File: src/hdl/fifo_cfg_pkg.sv
package fifo_cfg_pkg;
    localparam int DATA_W = 18;
    localparam int DEPTH  = 256;
    localparam int OFS_W  = 12;

    localparam logic [7:0] OFF_CTRL   = 8'h00;
    localparam logic [7:0] OFF_AE     = 8'h04;
    localparam logic [7:0] OFF_AF     = 8'h08;
    localparam logic [7:0] OFF_STATUS = 8'h0C;
    localparam logic [7:0] OFF_COUNT  = 8'h10;

    localparam int CTRL_FLUSH_BIT = 0;
    localparam int STAT_MODE_LSB  = 0;
    localparam int STAT_EMPTY_BIT = 4;
    localparam int STAT_FULL_BIT  = 5;
    localparam int STAT_OUTV_BIT  = 6;
    localparam int STAT_WTOK_BIT  = 7;
    localparam int STAT_RTOK_BIT  = 8;

    localparam logic [OFS_W-1:0] AE_RESET = 12'h007;
    localparam logic [OFS_W-1:0] AF_RESET = 12'h007;

    localparam logic [1:0] RESP_OKAY   = 2'h0;
    localparam logic [1:0] RESP_SLVERR = 2'h2;

    // strap order: {first_device_select, read_chain_in, write_chain_in}
    localparam logic [2:0] STRAP_STD_A   = 3'h0;
    localparam logic [2:0] STRAP_STD_B   = 3'h4;
    localparam logic [2:0] STRAP_FALL_A  = 3'h1;
    localparam logic [2:0] STRAP_FALL_B  = 3'h5;
    localparam logic [2:0] STRAP_DBL_A   = 3'h2;
    localparam logic [2:0] STRAP_DBL_B   = 3'h6;

    localparam logic [1:0] BOOT_CAPTURE = 2'h2;
    localparam logic [1:0] BOOT_DONE    = 2'h3;

    typedef enum logic [3:0] {
        MODE_STD   = 4'b0001,
        MODE_DBL   = 4'b0010,
        MODE_FALL  = 4'b0100,
        MODE_DAISY = 4'b1000
    } mode_t;
endpackage

File: src/hdl/sync_2ff.sv
`timescale 1ns/10ps
module sync_2ff #(
    parameter int W = 1
) (
    input  wire logic         clk,
    input  wire logic         rstn,
    input  wire logic [W-1:0] d,
    output logic      [W-1:0] q
);
    logic [W-1:0] meta_q;

    always_ff @(posedge clk or negedge rstn) begin
        if (!rstn) begin
            meta_q <= '0;
            q      <= '0;
        end else begin
            meta_q <= d;
            q      <= meta_q;
        end
    end
endmodule

File: src/hdl/fifo_store.sv
`timescale 1ns/10ps
module fifo_store #(
    parameter int W  = 18,
    parameter int D  = 256,
    parameter int AW = 8
) (
    input  wire logic          clk,
    input  wire logic          we,
    input  wire logic [AW-1:0] waddr,
    input  wire logic [W-1:0]  wdata,
    input  wire logic [AW-1:0] raddr,
    output logic      [W-1:0]  rdata
);
    // data storage only; pointers and counts live with the control logic
    logic [W-1:0] mem [D];

    always_ff @(posedge clk) begin
        if (we) begin
            mem[waddr] <= wdata;
        end
    end

    assign rdata = mem[raddr];
endmodule

File: src/hdl/fifo_expansion_config.sv
// Overview of operation
// - single-device modes from six strap codes at reset
// - buffers up to the full native depth
// - no half-full flag in daisy chain
// - chained almost flags are approximate thresholds
// - daisy: single-registered flags, asynchronous almost flags
// - fall-through outputs cascade directly, depths add
// - first word falls through without read request
// - word at outputs drives output ready low
// - ripple delay only for first word
// - freed location drives input ready low
// - straps 001 or 101 select fall-through mode
// - straps 010 or 110 select double-buffered flags
//
// The AXI4-Lite interface to the registers and the address map were left to the implementer.
`timescale 1ns/10ps
module fifo_expansion_config #(
    parameter int DATA_W = fifo_cfg_pkg::DATA_W,
    parameter int DEPTH  = fifo_cfg_pkg::DEPTH
) (
    input  wire logic              clk,
    input  wire logic              rstn,
    input  wire logic [7:0]        awaddr,
    input  wire logic              awvalid,
    output logic                   awready,
    input  wire logic [31:0]       wdata,
    input  wire logic [3:0]        wstrb,
    input  wire logic              wvalid,
    output logic                   wready,
    output logic [1:0]             bresp,
    output logic                   bvalid,
    input  wire logic              bready,
    input  wire logic [7:0]        araddr,
    input  wire logic              arvalid,
    output logic                   arready,
    output logic [31:0]            rdata,
    output logic [1:0]             rresp,
    output logic                   rvalid,
    input  wire logic              rready,
    input  wire logic              write_clk,
    input  wire logic              write_enable_n,
    input  wire logic [DATA_W-1:0] data_in,
    input  wire logic              read_clk,
    input  wire logic              read_enable_n,
    output logic [DATA_W-1:0]      data_out,
    input  wire logic              first_device_select_n,
    input  wire logic              read_chain_in_n,
    input  wire logic              write_chain_in_n,
    output logic                   read_chain_out_n,
    output logic                   write_chain_out_n,
    output logic                   empty_flag_n,
    output logic                   full_flag_n,
    output logic                   almost_empty_flag_n,
    output logic                   almost_full_flag_n,
    output logic                   half_full_flag_n
);
    localparam int PW = $clog2(DEPTH);
    localparam int CW = $clog2(DEPTH + 1);
    localparam int SW = DATA_W + 7;

    logic [SW-1:0] pin_raw;
    logic [SW-1:0] pin_s;
    assign pin_raw = {data_in, write_clk, write_enable_n, read_clk, read_enable_n,
                      first_device_select_n, read_chain_in_n, write_chain_in_n};

    sync_2ff #(.W(SW)) u_sync (
        .clk  (clk),
        .rstn (rstn),
        .d    (pin_raw),
        .q    (pin_s)
    );

    wire [DATA_W-1:0] din_s   = pin_s[SW-1:7];
    wire              wclk_s  = pin_s[6];
    wire              wen_n_s = pin_s[5];
    wire              rclk_s  = pin_s[4];
    wire              ren_n_s = pin_s[3];
    wire [2:0]        strap_s = pin_s[2:0];

    logic                  wclk_q, rclk_q, rchain_q, wchain_q;
    logic [1:0]            boot_q;
    fifo_cfg_pkg::mode_t   mode_q;
    logic [PW-1:0]         wptr_q, rptr_q;
    logic [CW-1:0]         count_q;
    logic                  out_valid_q, wtok_q, rtok_q, wtok_out_n_q, rtok_out_n_q;
    logic                  e1_q, e2_q, f1_q, f2_q, ae_sync_q, af_sync_q;
    logic [DATA_W-1:0]     dout_q;
    logic [DATA_W-1:0]     rd_data;
    logic [fifo_cfg_pkg::OFS_W-1:0] ae_q, af_q;
    logic                  empty_n_q, full_n_q, ae_n_q, af_n_q, half_n_q;

    wire w_edge   = wclk_s & ~wclk_q;
    wire r_edge   = rclk_s & ~rclk_q;
    wire wchain_fall = wchain_q & ~strap_s[0];
    wire rchain_fall = rchain_q & ~strap_s[1];
    wire booted   = (boot_q == fifo_cfg_pkg::BOOT_DONE);
    wire capture  = (boot_q == fifo_cfg_pkg::BOOT_CAPTURE);
    wire is_fall  = (mode_q == fifo_cfg_pkg::MODE_FALL);
    wire is_daisy = (mode_q == fifo_cfg_pkg::MODE_DAISY);
    wire full     = (count_q == CW'(DEPTH));
    wire empty    = (count_q == '0);
    wire w_last   = (wptr_q == PW'(DEPTH - 1));
    wire r_last   = (rptr_q == PW'(DEPTH - 1));

    // strap decode; the two codes left over mean a daisy-chain member
    wire strap_fall = (strap_s == fifo_cfg_pkg::STRAP_FALL_A) |
                      (strap_s == fifo_cfg_pkg::STRAP_FALL_B);
    wire strap_dbl  = (strap_s == fifo_cfg_pkg::STRAP_DBL_A) |
                      (strap_s == fifo_cfg_pkg::STRAP_DBL_B);
    wire strap_std  = (strap_s == fifo_cfg_pkg::STRAP_STD_A) |
                      (strap_s == fifo_cfg_pkg::STRAP_STD_B);
    wire strap_single = strap_fall | strap_dbl | strap_std;
    wire fifo_cfg_pkg::mode_t strap_mode = strap_fall ? fifo_cfg_pkg::MODE_FALL :
                                           strap_dbl  ? fifo_cfg_pkg::MODE_DBL  :
                                           strap_std  ? fifo_cfg_pkg::MODE_STD  :
                                                        fifo_cfg_pkg::MODE_DAISY;

    // AXI4-Lite slave
    logic        aw_q, w_q, bvalid_q, rvalid_q;
    logic [7:0]  awaddr_q;
    logic [31:0] wdata_q, rdata_q, rd_mux;
    logic [3:0]  wstrb_q;
    logic [1:0]  bresp_q, rresp_q;

    assign awready = ~aw_q & ~bvalid_q;
    assign wready  = ~w_q & ~bvalid_q;
    assign bvalid  = bvalid_q;
    assign bresp   = bresp_q;
    assign arready = ~rvalid_q;
    assign rvalid  = rvalid_q;
    assign rdata   = rdata_q;
    assign rresp   = rresp_q;

    wire do_wr  = aw_q & w_q & ~bvalid_q;
    wire sel_ae = (awaddr_q == fifo_cfg_pkg::OFF_AE);
    wire sel_af = (awaddr_q == fifo_cfg_pkg::OFF_AF);
    wire sel_ct = (awaddr_q == fifo_cfg_pkg::OFF_CTRL);
    wire wr_hit = sel_ae | sel_af | sel_ct;
    wire flush  = do_wr & sel_ct & wstrb_q[0] & wdata_q[fifo_cfg_pkg::CTRL_FLUSH_BIT];
    wire rd_hit = (araddr == fifo_cfg_pkg::OFF_CTRL) | (araddr == fifo_cfg_pkg::OFF_AE) |
                  (araddr == fifo_cfg_pkg::OFF_AF) | (araddr == fifo_cfg_pkg::OFF_STATUS) |
                  (araddr == fifo_cfg_pkg::OFF_COUNT);

    always_comb begin
        rd_mux = 32'h0000_0000;
        case (araddr)
            fifo_cfg_pkg::OFF_AE:     rd_mux[fifo_cfg_pkg::OFS_W-1:0] = ae_q;
            fifo_cfg_pkg::OFF_AF:     rd_mux[fifo_cfg_pkg::OFS_W-1:0] = af_q;
            fifo_cfg_pkg::OFF_COUNT:  rd_mux[CW-1:0] = count_q;
            fifo_cfg_pkg::OFF_STATUS: begin
                rd_mux[fifo_cfg_pkg::STAT_MODE_LSB +: 4] = mode_q;
                rd_mux[fifo_cfg_pkg::STAT_EMPTY_BIT]     = empty;
                rd_mux[fifo_cfg_pkg::STAT_FULL_BIT]      = full;
                rd_mux[fifo_cfg_pkg::STAT_OUTV_BIT]      = out_valid_q;
                rd_mux[fifo_cfg_pkg::STAT_WTOK_BIT]      = wtok_q;
                rd_mux[fifo_cfg_pkg::STAT_RTOK_BIT]      = rtok_q;
            end
            default:                  rd_mux = 32'h0000_0000;
        endcase
    end

    always_ff @(posedge clk or negedge rstn) begin
        if (!rstn) begin
            aw_q     <= 1'b0;
            w_q      <= 1'b0;
            awaddr_q <= 8'h00;
            wdata_q  <= 32'h0000_0000;
            wstrb_q  <= 4'h0;
            bvalid_q <= 1'b0;
            bresp_q  <= fifo_cfg_pkg::RESP_OKAY;
            rvalid_q <= 1'b0;
            rdata_q  <= 32'h0000_0000;
            rresp_q  <= fifo_cfg_pkg::RESP_OKAY;
            ae_q     <= fifo_cfg_pkg::AE_RESET;
            af_q     <= fifo_cfg_pkg::AF_RESET;
        end else begin
            if (awvalid && awready) begin
                aw_q     <= 1'b1;
                awaddr_q <= awaddr;
            end
            if (wvalid && wready) begin
                w_q     <= 1'b1;
                wdata_q <= wdata;
                wstrb_q <= wstrb;
            end
            if (do_wr) begin
                aw_q     <= 1'b0;
                w_q      <= 1'b0;
                bvalid_q <= 1'b1;
                bresp_q  <= wr_hit ? fifo_cfg_pkg::RESP_OKAY : fifo_cfg_pkg::RESP_SLVERR;
                if (sel_ae && wstrb_q[0]) ae_q[7:0] <= wdata_q[7:0];
                if (sel_ae && wstrb_q[1]) ae_q[11:8] <= wdata_q[11:8];
                if (sel_af && wstrb_q[0]) af_q[7:0] <= wdata_q[7:0];
                if (sel_af && wstrb_q[1]) af_q[11:8] <= wdata_q[11:8];
            end else if (bvalid_q && bready) begin
                bvalid_q <= 1'b0;
            end
            if (arvalid && arready) begin
                rvalid_q <= 1'b1;
                rdata_q  <= rd_mux;
                rresp_q  <= rd_hit ? fifo_cfg_pkg::RESP_OKAY : fifo_cfg_pkg::RESP_SLVERR;
            end else if (rvalid_q && rready) begin
                rvalid_q <= 1'b0;
            end
        end
    end

    // data path: a daisy member moves data only while it holds the token
    wire wr_ev   = booted & w_edge & ~wen_n_s & ~full & (~is_daisy | wtok_q);
    wire std_rd  = booted & r_edge & ~ren_n_s & ~empty & ~is_fall & (~is_daisy | rtok_q);
    // fall-through refills the output stage on a read clock edge when data is stored and the stage is empty or being read
    wire ft_load = booted & r_edge & is_fall & ~empty & (~out_valid_q | ~ren_n_s);
    wire ft_drain = booted & r_edge & is_fall & out_valid_q & ~ren_n_s;
    wire mem_rd  = std_rd | ft_load;
    wire [CW-1:0] count_d = flush ? '0 : CW'(count_q + CW'(wr_ev) - CW'(mem_rd));

    fifo_store #(.W(DATA_W), .D(DEPTH), .AW(PW)) u_store (
        .clk   (clk),
        .we    (wr_ev),
        .waddr (wptr_q),
        .wdata (din_s),
        .raddr (rptr_q),
        .rdata (rd_data)
    );

    always_ff @(posedge clk or negedge rstn) begin
        if (!rstn) begin
            wclk_q <= 1'b0;
            rclk_q <= 1'b0;
            rchain_q <= 1'b1;
            wchain_q <= 1'b1;
            boot_q <= 2'h0;
            mode_q <= fifo_cfg_pkg::MODE_STD;
        end else begin
            wclk_q <= wclk_s;
            rclk_q <= rclk_s;
            rchain_q <= strap_s[1];
            wchain_q <= strap_s[0];
            if (!booted) boot_q <= boot_q + 2'h1;
            if (capture) mode_q <= strap_mode;
        end
    end

    always_ff @(posedge clk or negedge rstn) begin
        if (!rstn) begin
            wptr_q      <= '0;
            rptr_q      <= '0;
            count_q     <= '0;
            out_valid_q <= 1'b0;
            dout_q      <= '0;
        end else begin
            count_q <= count_d;
            if (flush) begin
                wptr_q      <= '0;
                rptr_q      <= '0;
                out_valid_q <= 1'b0;
            end else begin
                if (wr_ev) wptr_q <= w_last ? '0 : PW'(wptr_q + 1'b1);
                if (mem_rd) rptr_q <= r_last ? '0 : PW'(rptr_q + 1'b1);
                if (mem_rd) dout_q <= rd_data;
                if (ft_load) out_valid_q <= 1'b1;
                else if (ft_drain) out_valid_q <= 1'b0;
            end
        end
    end
    assign data_out = dout_q;

    // chain tokens: held out low for one link clock period so a slower neighbour sees it
    always_ff @(posedge clk or negedge rstn) begin
        if (!rstn) begin
            wtok_q  <= 1'b0;
            rtok_q  <= 1'b0;
            wtok_out_n_q <= 1'b1;
            rtok_out_n_q <= 1'b1;
        end else begin
            if (capture) begin
                wtok_q <= ~strap_s[2];
                rtok_q <= ~strap_s[2];
            end
            if (w_edge) wtok_out_n_q <= 1'b1;
            if (r_edge) rtok_out_n_q <= 1'b1;
            if (is_daisy && wr_ev && w_last) begin
                wtok_q       <= 1'b0;
                wtok_out_n_q <= 1'b0;
            end
            if (is_daisy && std_rd && r_last) begin
                rtok_q       <= 1'b0;
                rtok_out_n_q <= 1'b0;
            end
            if (booted && is_daisy && wchain_fall) wtok_q <= 1'b1;
            if (booted && is_daisy && rchain_fall) rtok_q <= 1'b1;
        end
    end
    assign write_chain_out_n = wtok_out_n_q;
    assign read_chain_out_n  = rtok_out_n_q;

    // flag stages: assert on the first stage, release only after both in double mode
    always_ff @(posedge clk or negedge rstn) begin
        if (!rstn) begin
            e1_q      <= 1'b1;
            e2_q      <= 1'b1;
            f1_q      <= 1'b0;
            f2_q      <= 1'b0;
            ae_sync_q <= 1'b1;
            af_sync_q <= 1'b0;
        end else begin
            if (r_edge || flush) begin
                e1_q      <= (count_d == '0);
                e2_q      <= e1_q | flush;
                ae_sync_q <= 32'(count_d) <= 32'(ae_q);
            end
            if (w_edge || flush) begin
                f1_q      <= (count_d == CW'(DEPTH));
                f2_q      <= f1_q & ~flush;
                af_sync_q <= 32'(count_d) + 32'(af_q) >= 32'(DEPTH);
            end
        end
    end

    wire ae_async = 32'(count_q) <= 32'(ae_q);
    wire af_async = 32'(count_q) + 32'(af_q) >= 32'(DEPTH);
    logic empty_n_d, full_n_d, ae_d, af_d, half_n_d;

    always_comb begin
        ae_d     = ~ae_sync_q;
        af_d     = ~af_sync_q;
        half_n_d = ~(32'(count_q) > 32'(DEPTH / 2));
        case (mode_q)
            fifo_cfg_pkg::MODE_STD: begin
                empty_n_d = ~e1_q;
                full_n_d  = ~f1_q;
            end
            fifo_cfg_pkg::MODE_DBL: begin
                empty_n_d = ~(e1_q | e2_q);
                full_n_d  = ~(f1_q | f2_q);
            end
            fifo_cfg_pkg::MODE_FALL: begin
                empty_n_d = ~out_valid_q;
                full_n_d  = f1_q;
            end
            fifo_cfg_pkg::MODE_DAISY: begin
                empty_n_d = ~e1_q;
                full_n_d  = ~f1_q;
                ae_d      = ~ae_async;
                af_d      = ~af_async;
                half_n_d  = 1'b1;
            end
            default: begin
                empty_n_d = 1'b0;
                full_n_d  = 1'b0;
            end
        endcase
    end

    always_ff @(posedge clk or negedge rstn) begin
        if (!rstn) begin
            empty_n_q <= 1'b0;
            full_n_q  <= 1'b1;
            ae_n_q    <= 1'b0;
            af_n_q    <= 1'b1;
            half_n_q  <= 1'b1;
        end else begin
            empty_n_q <= empty_n_d;
            full_n_q  <= full_n_d;
            ae_n_q    <= ae_d;
            af_n_q    <= af_d;
            half_n_q  <= half_n_d;
        end
    end
    assign empty_flag_n        = empty_n_q;
    assign full_flag_n         = full_n_q;
    assign almost_empty_flag_n = ae_n_q;
    assign almost_full_flag_n  = af_n_q;
    assign half_full_flag_n    = half_n_q;
endmodule

File: config.mk
export PLATFORM = sky130hd
export DESIGN_NAME = fifo_expansion_config
export DESIGN_NICKNAME = d
export VERILOG_FILES = /design/src/hdl/fifo_cfg_pkg.sv /design/src/hdl/sync_2ff.sv /design/src/hdl/fifo_store.sv /design/src/hdl/fifo_expansion_config.sv
export SDC_FILE = /design/constraint.sdc
export NUM_CORES = 2
export LEC_CHECK = 0
export BUFFER_PORTS_ARGS = -buffer_cell sky130_fd_sc_hd__buf_2
export CAP_MARGIN = 15
export CELL_PAD_IN_SITES_DETAIL_PLACEMENT = 0
export CELL_PAD_IN_SITES_GLOBAL_PLACEMENT = 1
export CORE_MARGIN = 3
export CORE_UTILIZATION = 35
export CTS_CLUSTER_SIZE = 25
export DETAILED_ROUTE_END_ITERATION = 6
export PLACE_DENSITY_LB_ADDON = 0.1
export SLEW_MARGIN = 40
export SYNTH_ARGS = -nofsm -noshare
export SYNTH_HDL_FRONTEND = slang
export SYNTH_HIERARCHICAL = 1
export SYNTH_MEMORY_MAX_BITS = 65536
export SYNTH_SLANG_ARGS = --single-unit
File: constraint.sdc
create_clock -name clk -period 4 [get_ports clk]
set_input_delay 0.6 -clock clk [delete_from_list [all_inputs] [get_ports clk]]
set_output_delay 0.6 -clock clk [all_outputs]
set_load 0.01 [all_outputs]
==> metrics.md <==
| Metric | Value |
|---|---|
| Placed cell area | 201,500 sq um |
| IO buf count | about 110 |
| FP Rows | 267 |
| RSZ-0062 raised after global routing | true |
| Via Count | 95,330 |
| Syn-to-layout area delta | 17.72% |
| Static Leak | 70.79 nW |
| CTS buffer count | 544 |
| Starting DRT DRC Count | between 8,000 and 9,000 |
| Met2 routed WL | 278.0 mm |
| Clock transition at the registers of the reported paths | 0.06 ns |
| R2R cell count | 19 |
| M1 WL | 250.8 mm |
| Fin. Hold Viols | 0 |
| CTS tree | done |
| Worst reg2reg setup slack | -0.25 ns |
| CP Capture Type | flop |
| Synth Warn # | 6 |
| Reg-to-reg critical path endpoint | af_sync_q |
| Crit path required time | 4.97 ns |
| Fin util | 0.4142 |
| Final Instance Area | around 220,000 sq um |
| Core area | 529,800 sq um |
| Wirelength, routed | between 500 and 600 mm |
| CP max FO | 3 |
| Ys flop type | edfxtp_1 |
| Tot Pwr | 137.2 mW |
| Initial antenna violation count | 26 |
| Die width | 735.8 microns |
| Status | finished, violations left |
| Share of layout cells above drive strength 1 | 0.2837 |
| Post-synthesis instance area | roughly 190,000 sq um |
| Initial core utilization | 0.3519 |
| Total gr overflow | 0 |
| Total track usage | 0.2097 |
| Final WS setup | -0.2522 ns |
| Largest family of logic cells by synthesized area | multiplexers |
| Commonest non-fill, non-tap cell in the layout | edfxtp_1 |
| DR WL met3 | 29.92 mm |
| Worst Setup EP | af_sync_q |
| Pwr dens | 625.3 nW/um^2 |
| Clock Sink Count | between 4,000 and 5,000 |
| Most frequent cells in the layout | edfxtp_1, mux4_2, mux2i_1 |
| FILL cells | 46,600 |
| Max Cap Viol | 0 |
| First-pass GRT wire length | roughly 800 mm |
| Mux share of post-synthesis cell area | 0.1511 |
| Final Setup Violations | 2 |
| Antenna Nets Post-Route | 0 |
| EDFF count, synth | 4,608 |
| Relative slew slack | 0.3642 |
| DR WL/cell | 32.97 microns |
| Clk root buf | clkbuf_16 |
| Avg Cell Area, Syn | 20.72 sq um |
| Die Y | 735.8 microns |
| Post-synthesis sequential area ratio | 0.7669 |
| Tcrit/Tclk final | 1.063 |
| Post-synth ARST share | 0.03820 |
| Worst VDD drop | ~600 uV |
| DRC violations left | 0 |
| Final min period | 4.252 ns |
| Compound-Gate Fraction of Synth Area | 0.03730 |
| Synth Instances | 8,999 |
| Crit. Startpoint | mode_q[0] |
| Number of global-route vias before repair | between 90,000 and 100k |
| Post-Synth Adder-Cell Area | 0.003812 |
| Slew Limit Fails | 0 |
| Vias per cell | 5.454 |
| H-tree level count | 6 |
| Nets | 10,190 |
| Achievable Freq | 235.2 MHz |
| Simple-gate share of the synthesized area | 0.02152 |
| Drt first pass iters | 5 |
| Pre-CTS setup slack | -0.5922 ns |
| Worst EP arrival | approximately 5.2 ns |
| Worst skew pair latency | roughly 1.1 ns |
| DP HPWL | 356.5 mm |
| Total negative slack | -0.4909 ns |
| Largest net degree at the start of global routing | 110 |
| Worst-margin pin slew | between 0.9 and 1 ns |
| I/O Pins | 150 |
| Yosys cell types | 80 |
| Highest routed layer | met4 |
| Die area | 541,400 sq um |
| Hold WC Path Type | input port to flop |
| Gpl congestion | 0.8294 |
| R2R Path Start | mode_q[0] |
| Startpoint types | flop |
| Clock Skew | roughly 0.046 ns |
| Failing checks | negative setup slack |
| Clock tree buffer depth | 4 |
| #FFs+latches synth | 4,791 |
| Synth Area in XOR/XNOR | 0.0006107 |
| Worst setup path category | flop to flop |
[cells by family (layout without fill, tap and decap cells)]
| kind of cell | count (synthesis) | after routing |
|---|---|---|
| multiplexers | 1727 | 1727 |
| AO/OA/AOI/OAI | 997 | 997 |
| adder cells (fa/ha/maj) | 55 | 55 |
| other | 1 | 29 |
| flip-flops | 4791 | 4791 |
| buffers and inverters | 579 | 2035 |
| AND/OR/NAND/NOR | 836 | 836 |
| XOR/XNOR | 13 | 13 |
[metal layers]
metal	up-vias	track usage
met5	-	0
met4	0	0.05920
met3	705	0.02924
met2	2687	0.3443
met1	52030	0.2925
li1	39910	-
[where the power goes]
group | switching, mW | leakage (nW) | internal [mW] | total (mW)
clock | 20.1 | 8.31 | 27.8 | 47.9
sequential | 0.889 | 43.6 | 55.5 | 56.4
combinational | 19.1 | 18.9 | 13.9 | 32.9
[sequential cells by signal (all words and copies together) (netlist names), 8 cells and up]
register,cells
wdata_q,12
count_q,9
wptr_q,8
u_store/mem,4608
rdata,12
ae_q,12
u_sync/meta_q,25
data_out,18
u_sync/q,25
af_q,12
rptr_q,8
awaddr_q,8
[cells in the mapped netlist (55+ instances only)]
cell	instances	area, sq um
dfrtp_1	166	4154
nor2_1	333	1250
mux2i_1	798	7988
o22ai_1	240	1501
clkbuf_1	239	897.1
buf_6	86	968.4
buf_2	97	485.5
a21oi_1	225	1126
nand2_1	129	484.2
buf_4	56	420.4
nor3_1	175	875.8
a22oi_1	55	412.9
edfxtp_1	4608	138400
mux2_2	65	732.0
o221ai_1	319	2794
mux4_2	864	19460
[what timing repair did]
action,in CTS,in global routing
setup buffers,3,6
setup endpoints to repair,5,6
pin swaps,11,16
hold buffers,54,1
gates resized for setup,17,23
hold endpoints to repair,144,1
[critical path: stages (launching register included)]
cell and delay (ns):
dfstp_2 0.37, or4b_4 0.55, buf_6 0.14, o2111ai_4 0.16
or2_4 0.16, ha_4 0.13, inv_2 0.04, ha_4 0.15
fa_2 0.36, a211o_1 0.33, a31o_2 0.27, a31o_4 0.23
xor2_4 0.16, nor2_4 0.16, ha_4 0.24, nor2b_4 0.13
o31ai_2 0.08, o31ai_1 0.25, a21oi_1 0.11, a21oi_1 0.15
[worst min-delay path by stage]
stage / startpoint / cells past startpoint / slack, ns / end
global route: data_in[17] / 2 / 0.15 / u_sync/meta_q[24]
floorplan: rstn / 0 / 0.30 / ae_q[10]
CTS: araddr[2] / 4 / 0.07 / rdata[11]
global placement: u_sync/meta_q[5] / 0 / 0.33 / u_sync/q[5]
finish: araddr[2] / 4 / 0.20 / rdata[11]
detailed placement: u_sync/meta_q[0] / 0 / 0.33 / u_sync/q[0]
[stage by stage]
| stage | hold slack (ns) | cells |
|---|---|---|
| after floorplan | 0.3044 | 9020 |
| after global placement | 0.3311 | 16420 |
| after detailed placement | 0.3347 | 16430 |
| after CTS | 0.06905 | 17460 |
| after global routing | 0.1485 | 17470 |
| final | 0.1958 | 17480 |
[layout make-up]
type	count	area (sq um)	share of cell area
inverter	41	166.4	0.0007582
antenna	7	17.52	0.00007981
clock inverter	260	2272	0.01035
timing repair buffer	1018	9527	0.04341
clock buffer	716	14740	0.06717
tap	6994	8751	0.03987
sequential	4791	143100	0.6518
multi-input combinational	3650	40930	0.1865
(Power assumes the default switching activity.)
